## config.mk

```make
export PLATFORM = sky130hd
export DESIGN_NAME = pecp_parser
export DESIGN_NICKNAME = d
export VERILOG_FILES = /design/src/inc/pecp_pkg.sv /design/src/core/pecp_parser.sv /design/src/core/pecp_sync.sv
export VERILOG_INCLUDE_DIRS = /design/src /design/src/inc
export SDC_FILE = /design/constraint.sdc
export NUM_CORES = 1
export LEC_CHECK = 0
export ABC_CLOCK_PERIOD_IN_PS = 4340
export CORE_ASPECT_RATIO = 1.25
export CORE_MARGIN = 2
export CORE_UTILIZATION = 58
export CTS_CLUSTER_DIAMETER = 30
export DETAILED_ROUTE_END_ITERATION = 6
export DONT_BUFFER_PORTS = 1
export GPL_TIMING_DRIVEN = 0
export PLACE_DENSITY = 0.85
export SLEW_MARGIN = 0
export SYNTH_ARGS = -nofsm -noshare
export SYNTH_HDL_FRONTEND = slang
export SYNTH_SLANG_ARGS = --single-unit
```

## constraint.sdc

```tcl
create_clock -name clock -period 4.34 [get_ports clock]
set_input_delay 0.434 -clock clock [delete_from_list [all_inputs] [get_ports clock]]
set_output_delay 0.434 -clock clock [all_outputs]
set_load 0.005 [all_outputs]
```

## src/inc/pecp_defines.svh

```systemverilog
// Constants of the escape command parser
`ifndef PECP_DEFINES_SVH
`define PECP_DEFINES_SVH
`define PECP_ESC 8'h1B
`define PECP_CMD_PANEL 8'h63
`define PECP_CMD_PANEL2 8'h35
`define PECP_CMD_FEED 8'h64
`define PECP_CMD_FULL 8'h69
`define PECP_CMD_PART 8'h6D
`define PECP_CMD_TABLE 8'h74
`define PECP_CMD_STATUS 8'h76
`define PECP_CMD_INVERT 8'h7B
`define PECP_CMD_ABS 8'h24
`define PECP_CMD_REL 8'h5C
`define PECP_STAT_PAPER_BIT 2
`define PECP_STAT_FIXED_BIT 4
`define PECP_LINE_DOTS 16'h0180
`define PECP_RST_SWITCH_OFF 1'b0
`define PECP_RST_INVERT 1'b0
`define PECP_DOMESTIC_COUNTRY 3'h0
`define PECP_STRAP_LOAD 2'h2
`define PECP_STRAP_DONE 2'h3
`endif

```

## src/inc/pecp_pkg.sv

```systemverilog
// Types of the escape command parser
package pecp_pkg;
	typedef enum logic [3:0] {
		PECP_IDLE = 4'b0000,
		PECP_ESC_SEEN = 4'b0001,
		PECP_PANEL1 = 4'b0010,
		PECP_PANEL2 = 4'b0011,
		PECP_FEED_N = 4'b0100,
		PECP_TABLE_N = 4'b0101,
		PECP_INVERT_N = 4'b0110,
		PECP_POS_LO = 4'b0111,
		PECP_POS_HI = 4'b1000
	} pecp_state_e;
	typedef struct packed {
		logic full_cut;
		logic partial_cut;
		logic feed_go;
		logic [7:0] feed_lines;
	} pecp_mech_s;
endpackage : pecp_pkg

```

## src/core/pecp_parser.sv

```systemverilog
// Escape command parser of the printer controller
`include "pecp_defines.svh"

// Functional notes
// - Panel command bit 0: 0 enables feed switch, 1 disables; resets to 0.
// - Disabled feed switch presses are ignored, no paper advance.
// - Feed command prints buffer then advances n lines.
// - Feed line count is used once, never stored as setting.
// - After feed, line start is next print position.
// - ESC 0x69 fires full cut.
// - ESC 0x6D fires partial cut.
// - Cuts act only at beginning of line.
// - Table command: n 0 selects page 0, 1 selects page 1.
// - Default table page from country pins; domestic gives page 1.
// - Status request sends one byte on serial builds only.
// - Status bit 2 is paper absent, bit 4 always 0.
// - DTR/DSR mode waits while DSR is mark, sends on space.
// - XON/XOFF mode sends status without looking at DSR.
// - Status request may be refused while paper end or near end.
// - Invert command bit 0 sets 180 degree printing; resets to 0.
// - Invert setting applies only at beginning of line.
// - Absolute position is low plus high times 256 dots.
// - Absolute position beyond line end is ignored.
// - Relative position moves by signed 16-bit dot offset.
// - Relative move before line start or past line end ignored.
module pecp_parser import pecp_pkg::*; #(
	parameter bit SERIAL_BUILD = 1'b1,
	parameter logic [15:0] LINE_DOTS = `PECP_LINE_DOTS
) (
	input wire logic clock,
	input wire logic reset_n,
	input wire logic [7:0] rx_data,
	input wire logic rx_valid,
	output logic rx_ready,
	output logic [7:0] data_out,
	output logic data_valid,
	input wire logic line_start,
	input wire logic feed_switch_input,
	input wire logic [2:0] country_pins,
	input wire logic paper_absent,
	input wire logic paper_near_end,
	input wire logic dsr_mark,
	input wire logic flow_xon,
	input wire logic tx_ready,
	output logic [7:0] tx_data,
	output logic tx_valid,
	output pecp_mech_s mech,
	output logic switch_feed,
	output logic switch_disabled,
	output logic table_page,
	output logic invert_print,
	output logic [15:0] print_pos,
	output logic pos_update
);
	// ************************************************************
	// Synchronised pins
	// ************************************************************
	logic [3:0] pins_s;
	pecp_sync #(.WIDTH(4)) u_sync (
		.clock(clock),
		.reset_n(reset_n),
		.din({feed_switch_input, paper_absent, paper_near_end, dsr_mark}),
		.dout(pins_s)
	);
	logic [2:0] country_s;
	pecp_sync #(.WIDTH(3)) u_sync_cty (
		.clock(clock),
		.reset_n(reset_n),
		.din(country_pins),
		.dout(country_s)
	);
	wire sw_s = pins_s[3];
	wire paper_s = pins_s[2];
	wire near_s = pins_s[1];
	wire dsr_s = pins_s[0];

	// ************************************************************
	// Parser state
	// ************************************************************
	pecp_state_e state_q, state_d;
	logic is_abs_q;
	logic [7:0] lo_q;
	logic sw_prev_q;
	logic [1:0] strap_cnt_q;
	logic status_pend_q;

	wire take = rx_valid && rx_ready;
	wire [15:0] abs_pos = {rx_data, lo_q};
	wire [15:0] rel_pos = print_pos + {rx_data, lo_q};
	wire rel_left = rx_data[7];
	wire rel_bad = rel_left ? (rel_pos > print_pos) : (rel_pos < print_pos || rel_pos > LINE_DOTS);
	wire abs_bad = (abs_pos > LINE_DOTS) || (rx_data > 8'h01);
	wire pos_bad = is_abs_q ? abs_bad : rel_bad;
	// Busy on paper end or near end holds the stream off, as does a waiting status byte
	wire busy = paper_s || near_s;
	wire tx_go = status_pend_q && (flow_xon || !dsr_s);
	wire [7:0] status_byte = 8'h00 | (8'h01 << `PECP_STAT_PAPER_BIT);

	always_comb begin
		state_d = state_q;
		if (take) begin
			case (state_q)
				PECP_IDLE: state_d = (rx_data == `PECP_ESC) ? PECP_ESC_SEEN : PECP_IDLE;
				PECP_ESC_SEEN: begin
					case (rx_data)
						`PECP_CMD_PANEL: state_d = PECP_PANEL1;
						`PECP_CMD_FEED: state_d = PECP_FEED_N;
						`PECP_CMD_TABLE: state_d = PECP_TABLE_N;
						`PECP_CMD_INVERT: state_d = PECP_INVERT_N;
						`PECP_CMD_ABS: state_d = PECP_POS_LO;
						`PECP_CMD_REL: state_d = PECP_POS_LO;
						default: state_d = PECP_IDLE;
					endcase
				end
				PECP_PANEL1: state_d = (rx_data == `PECP_CMD_PANEL2) ? PECP_PANEL2 : PECP_IDLE;
				PECP_POS_LO: state_d = PECP_POS_HI;
				default: state_d = PECP_IDLE;
			endcase
		end
	end

	always_ff @(posedge clock or negedge reset_n) begin
		if (!reset_n) begin
			state_q <= PECP_IDLE;
		end else begin
			state_q <= state_d;
		end
	end

	always_ff @(posedge clock or negedge reset_n) begin
		if (!reset_n) begin
			is_abs_q <= 1'b0;
			lo_q <= 8'h00;
		end else if (take) begin
			if (state_q == PECP_ESC_SEEN) begin
				is_abs_q <= (rx_data == `PECP_CMD_ABS);
			end
			if (state_q == PECP_POS_LO) begin
				lo_q <= rx_data;
			end
		end
	end

	// ************************************************************
	// Settings
	// ************************************************************
	always_ff @(posedge clock or negedge reset_n) begin
		if (!reset_n) begin
			switch_disabled <= `PECP_RST_SWITCH_OFF;
			invert_print <= `PECP_RST_INVERT;
			table_page <= 1'b0;
			strap_cnt_q <= 2'h0;
		end else begin
			// Strap is read only once the pin synchroniser has filled
			if (strap_cnt_q != `PECP_STRAP_DONE) begin
				strap_cnt_q <= strap_cnt_q + 2'h1;
			end
			if (strap_cnt_q == `PECP_STRAP_LOAD) begin
				table_page <= (country_s == `PECP_DOMESTIC_COUNTRY);
			end else if (take && state_q == PECP_TABLE_N && rx_data <= 8'h01) begin
				table_page <= rx_data[0];
			end
			if (take && state_q == PECP_PANEL2) begin
				switch_disabled <= rx_data[0];
			end
			if (take && state_q == PECP_INVERT_N && line_start) begin
				invert_print <= rx_data[0];
			end
		end
	end

	// ************************************************************
	// Mechanism strobes and position
	// ************************************************************
	always_ff @(posedge clock or negedge reset_n) begin
		if (!reset_n) begin
			mech <= '0;
			switch_feed <= 1'b0;
			sw_prev_q <= 1'b0;
			print_pos <= 16'h0000;
			pos_update <= 1'b0;
		end else begin
			mech.full_cut <= take && state_q == PECP_ESC_SEEN && rx_data == `PECP_CMD_FULL && line_start;
			mech.partial_cut <= take && state_q == PECP_ESC_SEEN && rx_data == `PECP_CMD_PART && line_start;
			mech.feed_go <= take && state_q == PECP_FEED_N;
			// Count is passed with the strobe only and cleared after it
			mech.feed_lines <= (take && state_q == PECP_FEED_N) ? rx_data : 8'h00;
			sw_prev_q <= sw_s;
			switch_feed <= sw_s && !sw_prev_q && !switch_disabled;
			pos_update <= 1'b0;
			if (take && state_q == PECP_FEED_N) begin
				print_pos <= 16'h0000;
				pos_update <= 1'b1;
			end else if (take && state_q == PECP_POS_HI && !pos_bad) begin
				print_pos <= is_abs_q ? abs_pos : rel_pos;
				pos_update <= 1'b1;
			end
		end
	end

	// ************************************************************
	// Status reply and stream handshake
	// ************************************************************
	always_ff @(posedge clock or negedge reset_n) begin
		if (!reset_n) begin
			status_pend_q <= 1'b0;
			tx_valid <= 1'b0;
			tx_data <= 8'h00;
			rx_ready <= 1'b0;
			data_out <= 8'h00;
			data_valid <= 1'b0;
		end else begin
			rx_ready <= !busy && !status_pend_q && !tx_valid && !take;
			data_valid <= take && state_q == PECP_IDLE && rx_data != `PECP_ESC;
			data_out <= rx_data;
			if (take && state_q == PECP_ESC_SEEN && rx_data == `PECP_CMD_STATUS && SERIAL_BUILD) begin
				status_pend_q <= 1'b1;
			end else if (tx_go && !tx_valid) begin
				status_pend_q <= 1'b0;
			end
			if (tx_go && !tx_valid) begin
				tx_valid <= 1'b1;
				tx_data <= paper_s ? status_byte : 8'h00;
			end else if (tx_valid && tx_ready) begin
				tx_valid <= 1'b0;
			end
		end
	end

	// Reference values for the checks, the relative sum worked out in wider signed arithmetic
	wire rx_bit0 = rx_data[0];
	wire signed [17:0] rel_chk = $signed({2'h0, print_pos}) + $signed({{2{rx_data[7]}}, rx_data, lo_q});
	wire [15:0] rel_sum = rel_chk[15:0];
	wire rel_fits = !rel_chk[17] && (rel_chk[16:0] <= {1'b0, LINE_DOTS});
	wire abs_fits = (rx_data <= 8'h01) && ({rx_data, lo_q} <= LINE_DOTS);
endmodule : pecp_parser

```

## src/core/pecp_sync.sv

```systemverilog
// Two-flop synchroniser for pin inputs
module pecp_sync #(
	parameter int WIDTH = 1
) (
	input wire logic clock,
	input wire logic reset_n,
	input wire logic [WIDTH-1:0] din,
	output logic [WIDTH-1:0] dout
);
	logic [WIDTH-1:0] meta_q;
	always_ff @(posedge clock or negedge reset_n) begin
		if (!reset_n) begin
			meta_q <= '0;
			dout <= '0;
		end else begin
			meta_q <= din;
			dout <= meta_q;
		end
	end
endmodule : pecp_sync

```

==> run summary, run 1 <==
outcome: finished with violations
failing checks: setup timing
Post-DP HPWL: 7720 um
maximum vdd ir drop: 0.280 mV
vias per cell: 6.60
DR pass1 iterations: 6
clk root buf: clkbuf_8
commonest non-fill, non-tap cell in the layout: dfrtp_1
ys flop type: dfrtp_1
design area: 5140 um^2
final setup vio count: 17
CP Max Fanout: 6
initial antenna violation count: 0
die height: 102 um
required time worst endpoint: 4570 ps
Initial Util: 60.2%
first-pass GRT wire length: 18900 um
Rel. slew slack: 30.3%
CTS H-tree lvls: 3
CP endpoint kind: flop
DRC Markers: 0
GRT Total Usage: 29.7%
total power per unit cell area: 252 nW/um^2
ant diodes: 0
die width: 82.4 um
synthesized instance count: 461
critical setup path kind: flop to flop
Max Freq: 0.204 GHz
Port Buffers: 0
Mapped Area: 4450 um^2
Worst Skew: 19.0 ps
Via Count: 3942
CTS buffer count: 9
R2R depth: 18
commonest non-fill, non-tap cells in the layout: dfrtp_1, nand2_1, ha_1
number of flops mapped to enable cells by yosys: 0
Hold Crit Depth: 0
area grow syn2layout: 15.4%
Skew-Pair Late Insertion Delay: 360 ps
fin worst setup slack: -559 ps
Least-Margin Pin Slew: 1040 ps
hold slack: 106 ps
fraction of layout cells with a size suffix above 1: 18.8%
row cnt: 35
I/O pin cnt: 72
final hold viol count: 0
DRT iter0 DRCs: 523
post-synthesis sequential area ratio: 42.2%
crit path DAT: 5120 ps
routability cong.: 0.909
Routed Antenna Nets: 0
clk sinks: 75
max-cap violation count: 0
TritonCTS clock tree: yes
pin count of the biggest net entering global routing: 76
vias in the first global route: 3949
Die ar.: 8400 um^2
Synth cell types: 53
Post-Route Setup TNS: -8960 ps
Synth Warn #: 0
nets@finish: 556
startpoint types: flop
grt ovf: 0
DRT Wirelength: 12500 um
Util after Layout: 69.4%
RSZ-0062 raised after global routing: yes
Placement Cell Area: 4610 um^2
core footprint: 7400 um^2
Synth Area per Inst: 9.66 um^2
asr flop ratio synth: 100%
HP Class: primary input to flop
LEAKAGE: 2.50 nW
FF+latch count, synth: 75
Tmin final: 4900 ps
post-detailed-route wirelength per cell: 20.9 um
final worst-path cycle share: 113%
Clock Tree Buf Depth: 2
Power Total: 0.00129 W
clock-pin slew on the worst setup and hold paths: 80 ps
max-slew violation count: 0
[synth_stat cells (all sizes together) (2+ instances only)]
cell,count,area [um^2]
o311ai,2,17.5
nor3,8,40.0
or4,2,15.0
clkbuf,16,60.1
inv,29,109
buf,11,93.8
a21oi,21,105
o21a,5,37.5
o41ai,2,17.5
a31oi,3,18.8
nand2b,9,56.3
nor2b,4,25.0
nor3b,2,15.0
nand3b,4,30.0
xor2,8,70.1
ha,33,413
o2111ai,2,17.5
or3,4,25.0
mux2i,16,160
a21boi,2,15.0
o31ai,6,45.0
nand2,62,233
o21ai,21,105
o211ai,8,60.1
a211oi,2,15.0
nand4b,2,17.5
and3,12,76.3
nand3,11,55.1
xnor2,7,61.3
dfrtp,75,1880
nand4,6,37.5
nor4,6,37.5
or2,4,25.0
nor2,19,71.3
a21o,7,53.8
mux2,18,203
[kinds of logic (layout without fill, tap and decap cells)]
group | count (synthesis) | after routing | synth area share (%)
flops | 75 | 75 | 42.2
fa+ha+maj | 34 | 34 | 9.72
simple gates | 157 | 157 | 17.5
xor+xnor | 15 | 15 | 2.95
compound gates | 89 | 89 | 13.5
buf+inv | 56 | 94 | 5.90
other cells | 1 | 7 | 0.0842
mux | 34 | 34 | 8.15
[state kept, by name (all words and copies together) (netlist names), 2 cells and up]
| name | flops |
|---|---|
| print_pos | 16 |
| mech | 11 |
| data_out | 8 |
| lo_q | 8 |
| state_q | 4 |
| u_sync.dout | 4 |
| u_sync.meta_q | 4 |
| u_sync_cty.dout | 3 |
| u_sync_cty.meta_q | 3 |
| strap_cnt_q | 2 |
[stage by stage]
step	setup slack, ps	std cells
global placement	-368	559
finish	-559	597
detailed placement	-541	559
floorplan	41.2	467
CTS	-171	592
global route	-594	597
[power breakdown]
part / internal, W / total, W / leakage [nW] / switching [W]
clock: 0.000206 / 0.000479 / 0.0896 / 0.000272
sequential: 0.000711 / 0.000716 / 0.976 / 0.00000525
combinational: 0.0000380 / 0.0000985 / 1.43 / 0.0000604
total: 0.000955 / 0.00129 / 2.50 / 0.000338
[timing repair]
action,CTS,global route
gates cloned,0,1
hold buffers,2,0
endpoints found under the setup margin,17,17
endpoints found under the hold margin,75,0
resized for setup,15,14
setup buffers,16,4
pin swaps,6,6
[path summary, 6_finish.rpt]
kind,endpoint,slack (ps),from
hold reg to reg,u_sync_cty.dout[0],350,u_sync_cty.meta_q[0]
max in group asynchronous,print_pos[0],3390,reset_n
hold / removal,data_out[4],110,rx_data[4]
setup reg to reg,print_pos[1],-560,print_pos[0]
min in group asynchronous,mech[9],630,reset_n
setup / recovery,print_pos[1],-560,print_pos[0]
[metal layers]
| layer | up-vias | wire length, um | GRT usage, % |
|---|---|---|---|
| met1 | 1858 | 4350 | 34.3 |
| li1 | 1701 | - | - |
| met3 | 95 | 1240 | 8.39 |
| met5 | - | 0 | 0 |
| met4 | 0 | 804 | 17.1 |
| met2 | 288 | 6070 | 49.0 |
[critical path, stage by stage (launching register included)]
cell	delay, ps
dfrtp_2	470
ha_4	180
fa_2	340
a21o_1	210
a221oi_4	360
o31ai_4	130
o31a_1	310
xor2_2	180
ha_1	330
nand4_1	190
or4_4	570
a21oi_1	240
or4_4	190
nand4_1	90
a2111o_1	340
o21a_1	210
buf_6	150
clkbuf_16	170
mux2i_1	110
[layout make-up]
type,instances,area (um^2)
inverters,29,109
flip-flops and latches,75,1880
well taps,92,115
repair buffers,23,216
clock buffers,9,124
clock inverters,6,41.3
multi-input cells,336,2500
plain buffers,27,154
fillers,506,2260
Note: power is estimated with default switching activity, not from simulation.
==> run 2, diff against run 1 <==
- PLACE_DENSITY: 0.85 -> 0.76
==> run 2 against run 1 <==
  * The run still ends with setup timing left
  * Cell count decreased by 0.34%
  * Total power grew 9.4%
  * Maximum frequency increased by 4.9%
  * Critical path depth stayed put
  * Non-clock buffer count fell by 3
  * Core utilization down 0.41 points
  * Worst setup slack improved by 230 ps
  * Critical path type unchanged
==> run summary, run 2 (same netlist as run 1, synthesis figures left out) <==
pin count of the biggest net entering global routing: 76
crit path DAT: 4890 ps
die height: 102 um
clk root buf: clkbuf_8
Top reg by flops: print_pos
CP endpoint kind: flop
Clock Tree Buf Depth: 2
Post-DP HPWL: 7720 um
DRT Wirelength: 11200 um
worst reg2reg endpoint: print_pos[2]
final hold viol count: 0
HP Class: primary input to flop
Largest regs: print_pos (16), mech (11)
I/O pin cnt: 72
DR pass1 iterations: 5
Power Total: 0.00141 W
total power per unit cell area: 277 nW/um^2
CTS H-tree lvls: 3
row cnt: 35
R2R depth: 18
fin worst setup slack: -328 ps
Initial Util: 60.2%
outcome: finished with violations
commonest non-fill, non-tap cells in the layout: dfrtp_1, nand2_1, ha_1
grt ovf: 0
Routed Antenna Nets: 0
Tmin final: 4670 ps
post-detailed-route wirelength per cell: 18.9 um
max-slew violation count: 0
routability cong.: 0.879
Least-Margin Pin Slew: 1050 ps
first-pass GRT wire length: 17800 um
LEAKAGE: 2.52 nW
Reg2Reg Launch Point: print_pos[4]
commonest non-fill, non-tap cell in the layout: dfrtp_1
fillers: 584
critical setup path kind: flop to flop
Die ar.: 8400 um^2
vias per cell: 6.06
DRC Markers: 0
max reg flops: 16
vias in the first global route: 3689
clock-pin slew on the worst setup and hold paths: 90 ps
clk sinks: 75
CP Max Fanout: 6
ant diodes: 0
maximum vdd ir drop: 0.256 mV
area grow syn2layout: 14.7%
nets@finish: 553
failing checks: setup timing
CTS buffer count: 9
Port Buffers: 0
fraction of layout cells with a size suffix above 1: 16.9%
RSZ-0062 raised after global routing: yes
startpoint types: flop
Post-Route Setup TNS: -5100 ps
final worst-path cycle share: 108%
max-cap violation count: 0
DRT iter0 DRCs: 235
Skew-Pair Late Insertion Delay: 350 ps
final setup vio count: 17
initial antenna violation count: 0
required time worst endpoint: 4560 ps
Reg2Reg Setup Slack: -330 ps
die width: 82.4 um
Rel. slew slack: 30.1%
dpl ws: -433 ps
Worst Skew: 10.4 ps
Via Count: 3604
hold endpoint: data_out[3]
GRT Total Usage: 28.3%
Max Freq: 0.214 GHz
TritonCTS clock tree: yes
Hold Crit Depth: 0
core footprint: 7400 um^2
hold slack: 102 ps
hold path startpoint: rx_data[3]
==> run 2: cell count changes in the layout (fill, tap and decap cells not counted), moves of 2 or more <==
cell and delta:
buf_4 -3, bufinv_16 +2, dfrtp_1 +2, dfrtp_2 -2, o21ai_0 +2, o21ai_1 -2, o31ai_1 +2, o31ai_4 -2
==> run 2: metrics by stage <==
step	cells	util [%]	instance area [um^2]
2_1_floorplan	467	-	4500
3_5_place_dp	559	62.3	4610
6_report	595	69.0	5110
4_1_cts	591	68.3	5050
5_1_grt	595	69.0	5110
3_3_place_gp	559	62.3	4610
==> run 2: what timing repair did <==
action / 4_1_cts / 5_1_grt
setup buffers: 13 / 5
setup endpoints to repair: 17 / 17
resized for setup: 12 / 5
endpoints found under the hold margin: 75 / 0
pin swaps: 6 / 1
gates cloned: 1 / 0
hold buffers: 2 / 0
==> run 2: metal layers <==
layer / up-vias / share of wire [%] / GRT usage [%]
met5: - / 0 / 0
met4: 0 / 4.3 / 17.1
met3: 43 / 7.8 / 7.07
met2: 156 / 50 / 46.0
met1: 1711 / 38 / 33.5
li1: 1694 / - / -
==> run 2: worst max-delay path, stage by stage (launching register included) <==
cell,delay [ps]
dfrtp_1,440
ha_2,360
a21o_2,270
a31oi_4,190
a21oi_1,150
o311a_1,380
a211oi_2,260
inv_1,80
ha_1,300
nand4_1,180
or4_4,560
o21ai_4,150
and3_4,190
nand4_1,100
a2111o_1,320
o21a_1,200
buf_6,150
buf_12,140
mux2i_1,110
==> run 2: worst max path at each step <==
stage,from,depth (start not counted),to
after floorplan,print_pos[0],18,print_pos[11]
after CTS,print_pos[0],18,print_pos[2]
after detailed placement,print_pos[0],18,print_pos[2]
final,print_pos[4],18,print_pos[2]
after global routing,print_pos[0],18,print_pos[2]
after global placement,print_pos[0],18,print_pos[2]
==> run 2: report_power, final <==
| group | switching, W | leakage [nW] | internal, W |
|---|---|---|---|
| sequential | 0.00000521 | 0.980 | 0.000711 |
| combinational | 0.0000555 | 1.43 | 0.0000362 |
| clock | 0.000278 | 0.115 | 0.000329 |
| total | 0.000339 | 2.52 | 0.00108 |
==> run 2: final cells by class <==
class	instances	area (um^2)	area share [%]
Multi-Input combinational cell	336	2420	47.5
Clock buffer	9	124	2.43
Buffer	26	150	2.94
Timing Repair Buffer	21	208	4.07
Sequential cell	75	1880	36.8
Inverter	29	109	2.13
Tap cell	92	115	2.25
Clock inverter	7	98.8	1.94
==> run 3, diff against run 2 <==
- ABC_CLOCK_PERIOD_IN_PS: 4340 -> 5000
- CORE_UTILIZATION: 58 -> 60
- clock period: 4.34 -> 5 ns (I/O delays scaled with it)
==> run 3 against run 2 <==
  * The flow now finishes without violations
  * Cell count is 2.2% lower
  * Design area down 3.5%
  * Core utilization is 1.2 points lower
  * Register-to-register slack better by 490 ps
  * Critical path depth unchanged
  * Maximum frequency fell by 3.6%
  * Global-route usage up 0.16 points
==> run summary, run 3 (same netlist as run 1, synthesis figures left out) <==
outcome: finished, final reports clean
CP Max Fanout: 10
CP endpoint kind: flop
Skew-Pair Late Insertion Delay: 350 ps
DR pass1 iterations: 4
Initial Util: 61.2%
vias per cell: 6.12
Max Freq: 0.207 GHz
Max Used Layer: met4
I/O pin cnt: 72
nets@finish: 540
TritonCTS clock tree: yes
final setup vio count: 0
area grow syn2layout: 10.7%
Die ar.: 8130 um^2
CTS buffer count: 9
die height: 100 um
metal3 WL: 758 um
required time worst endpoint: 5270 ps
CTS H-tree lvls: 3
total power per unit cell area: 242 nW/um^2
Routed Antenna Nets: 0
commonest non-fill, non-tap cells in the layout: dfrtp_1, nand2_1, ha_1
LEAKAGE: 2.42 nW
dpl ws: -294 ps
DRT Wirelength: 10800 um
crit path DAT: 5110 ps
Clock Tree Buf Depth: 2
row cnt: 35
maximum vdd ir drop: 0.189 mV
Post-DP HPWL: 7590 um
critical setup path kind: flop to flop
core footprint: 7270 um^2
ant diodes: 0
Sw Share: 25.9%
placed cell count: 559
clk root buf: clkbuf_8
max-slew violation count: 0
Largest regs: print_pos (16), mech (11)
max-cap violation count: 0
M1 WL: 4510 um
clk sinks: 75
initial antenna violation count: 0
fillers: 581
fin worst setup slack: 158 ps
Top reg by flops: print_pos
Worst Skew: 10.9 ps
Rel. slew slack: 27.1%
final hold viol count: 0
RSZ-0062 raised after global routing: no
commonest non-fill, non-tap cell in the layout: dfrtp_1
post-detailed-route wirelength per cell: 18.6 um
Layout Cells excl Fill: 582
sequential share of power: 52.0%
clock-pin slew on the worst setup and hold paths: 90 ps
Routed met2 length: 5320 um
Tmin final: 4840 ps
Clock power frac: 41.8%
DRC Markers: 0
final worst-path cycle share: 96.8%
Int Pwr: 0.000885 W
DRT iter0 DRCs: 272
Via Count: 3561
die width: 81.0 um
GRT Total Usage: 28.5%
pin count of the biggest net entering global routing: 76
fraction of layout cells with a size suffix above 1: 14.5%
HP Class: primary input to asynchronous set/reset pin
grt ovf: 0
Least-Margin Pin Slew: 1090 ps
Port Buffers: 0
max reg flops: 16
Combinational Power Share: 6.2%
first-pass GRT wire length: 17500 um
NetSw: 0.000309 W
startpoint types: flop
routability cong.: 0.940
Post-Route Setup TNS: 0 ps
vias in the first global route: 3530
## run 3: changes by cell type in the layout (fill, tap and decap cells not counted), moves of 2 or more
cell	delta
inv_6	+2
buf_4	-10
clkinv_2	-2
clkinvlp_4	+2
buf_6	-2
## run 3: metal layers
layer,global-route usage (%),vias up
met5,0,-
met4,10.3,0
met3,6.83,24
met2,47.1,138
met1,36.1,1725
li1,-,1674
## run 3: final cells by class
class / instances / area (um^2) / area share, %
clock inverters: 7 / 82.6 / 1.68
inverters: 29 / 109 / 2.21
clock buffers: 9 / 124 / 2.51
flip-flops and latches: 75 / 1880 / 38.1
plain buffers: 27 / 154 / 3.12
repair buffers: 7 / 72.6 / 1.47
multi-input cells: 336 / 2390 / 48.6
well taps: 92 / 115 / 2.34
## run 3: path summary, 6_finish.rpt
| path | end | cells after the start | slack (ps) | from |
|---|---|---|---|---|
| worst max-delay path | print_pos[10] | 18 | 160 | print_pos[0] |
| worst min-delay path | tx_valid | 1 | 30 | reset_n |
| worst max register to register | print_pos[10] | 18 | 160 | print_pos[0] |
| worst min register to register | u_sync_cty.dout[1] | 0 | 350 | u_sync_cty.meta_q[1] |
| max in group asynchronous | print_pos[0] | 1 | 4670 | reset_n |
| min in group clock | u_sync.meta_q[3] | 0 | 160 | feed_switch_input |
## run 3: per-stage QoR
step	utilization (%)	hold slack (ps)	cell area [um^2]	total power [W]
floorplan	-	204	4470	0.000676
global placement	63.1	206	4590	0.000686
detailed placement	63.1	206	4590	0.000688
CTS	67.1	24.1	4870	0.00120
global route	67.8	28.0	4930	0.00125
finish	67.8	25.7	4930	0.00119
## run 3: repair_timing
action,in CTS,in global routing
pin swaps,3,7
cloned,0,0
resized for setup,10,6
endpoints found under the hold margin,75,0
hold buffers,1,0
setup buffers,2,4
setup endpoints to repair,17,17
## run 3: power by group through the flow
stage	sequential, W	clock [W]	combinational [W]
finish	0.000621	0.000499	0.0000739
global route	0.000623	0.000539	0.0000831
CTS	0.000622	0.000509	0.0000707
detailed placement	0.000634	0	0.0000540
global placement	0.000633	0	0.0000529
floorplan	0.000632	0	0.0000439
## run 3: critical path, cell delays in order, from the launching register on
cell and delay [ps]:
dfrtp_2 460, ha_2 210, fa_2 360, a21o_1 230, a221oi_4 340, o31ai_4 110
o311ai_1 240, o211ai_1 190, ha_1 340, nand4_1 170, or4_4 540, o21ai_2 160
and3_1 190, nand4_1 100, a2111o_1 420, o21a_1 200, buf_6 150, buf_12 150
mux2i_2 200
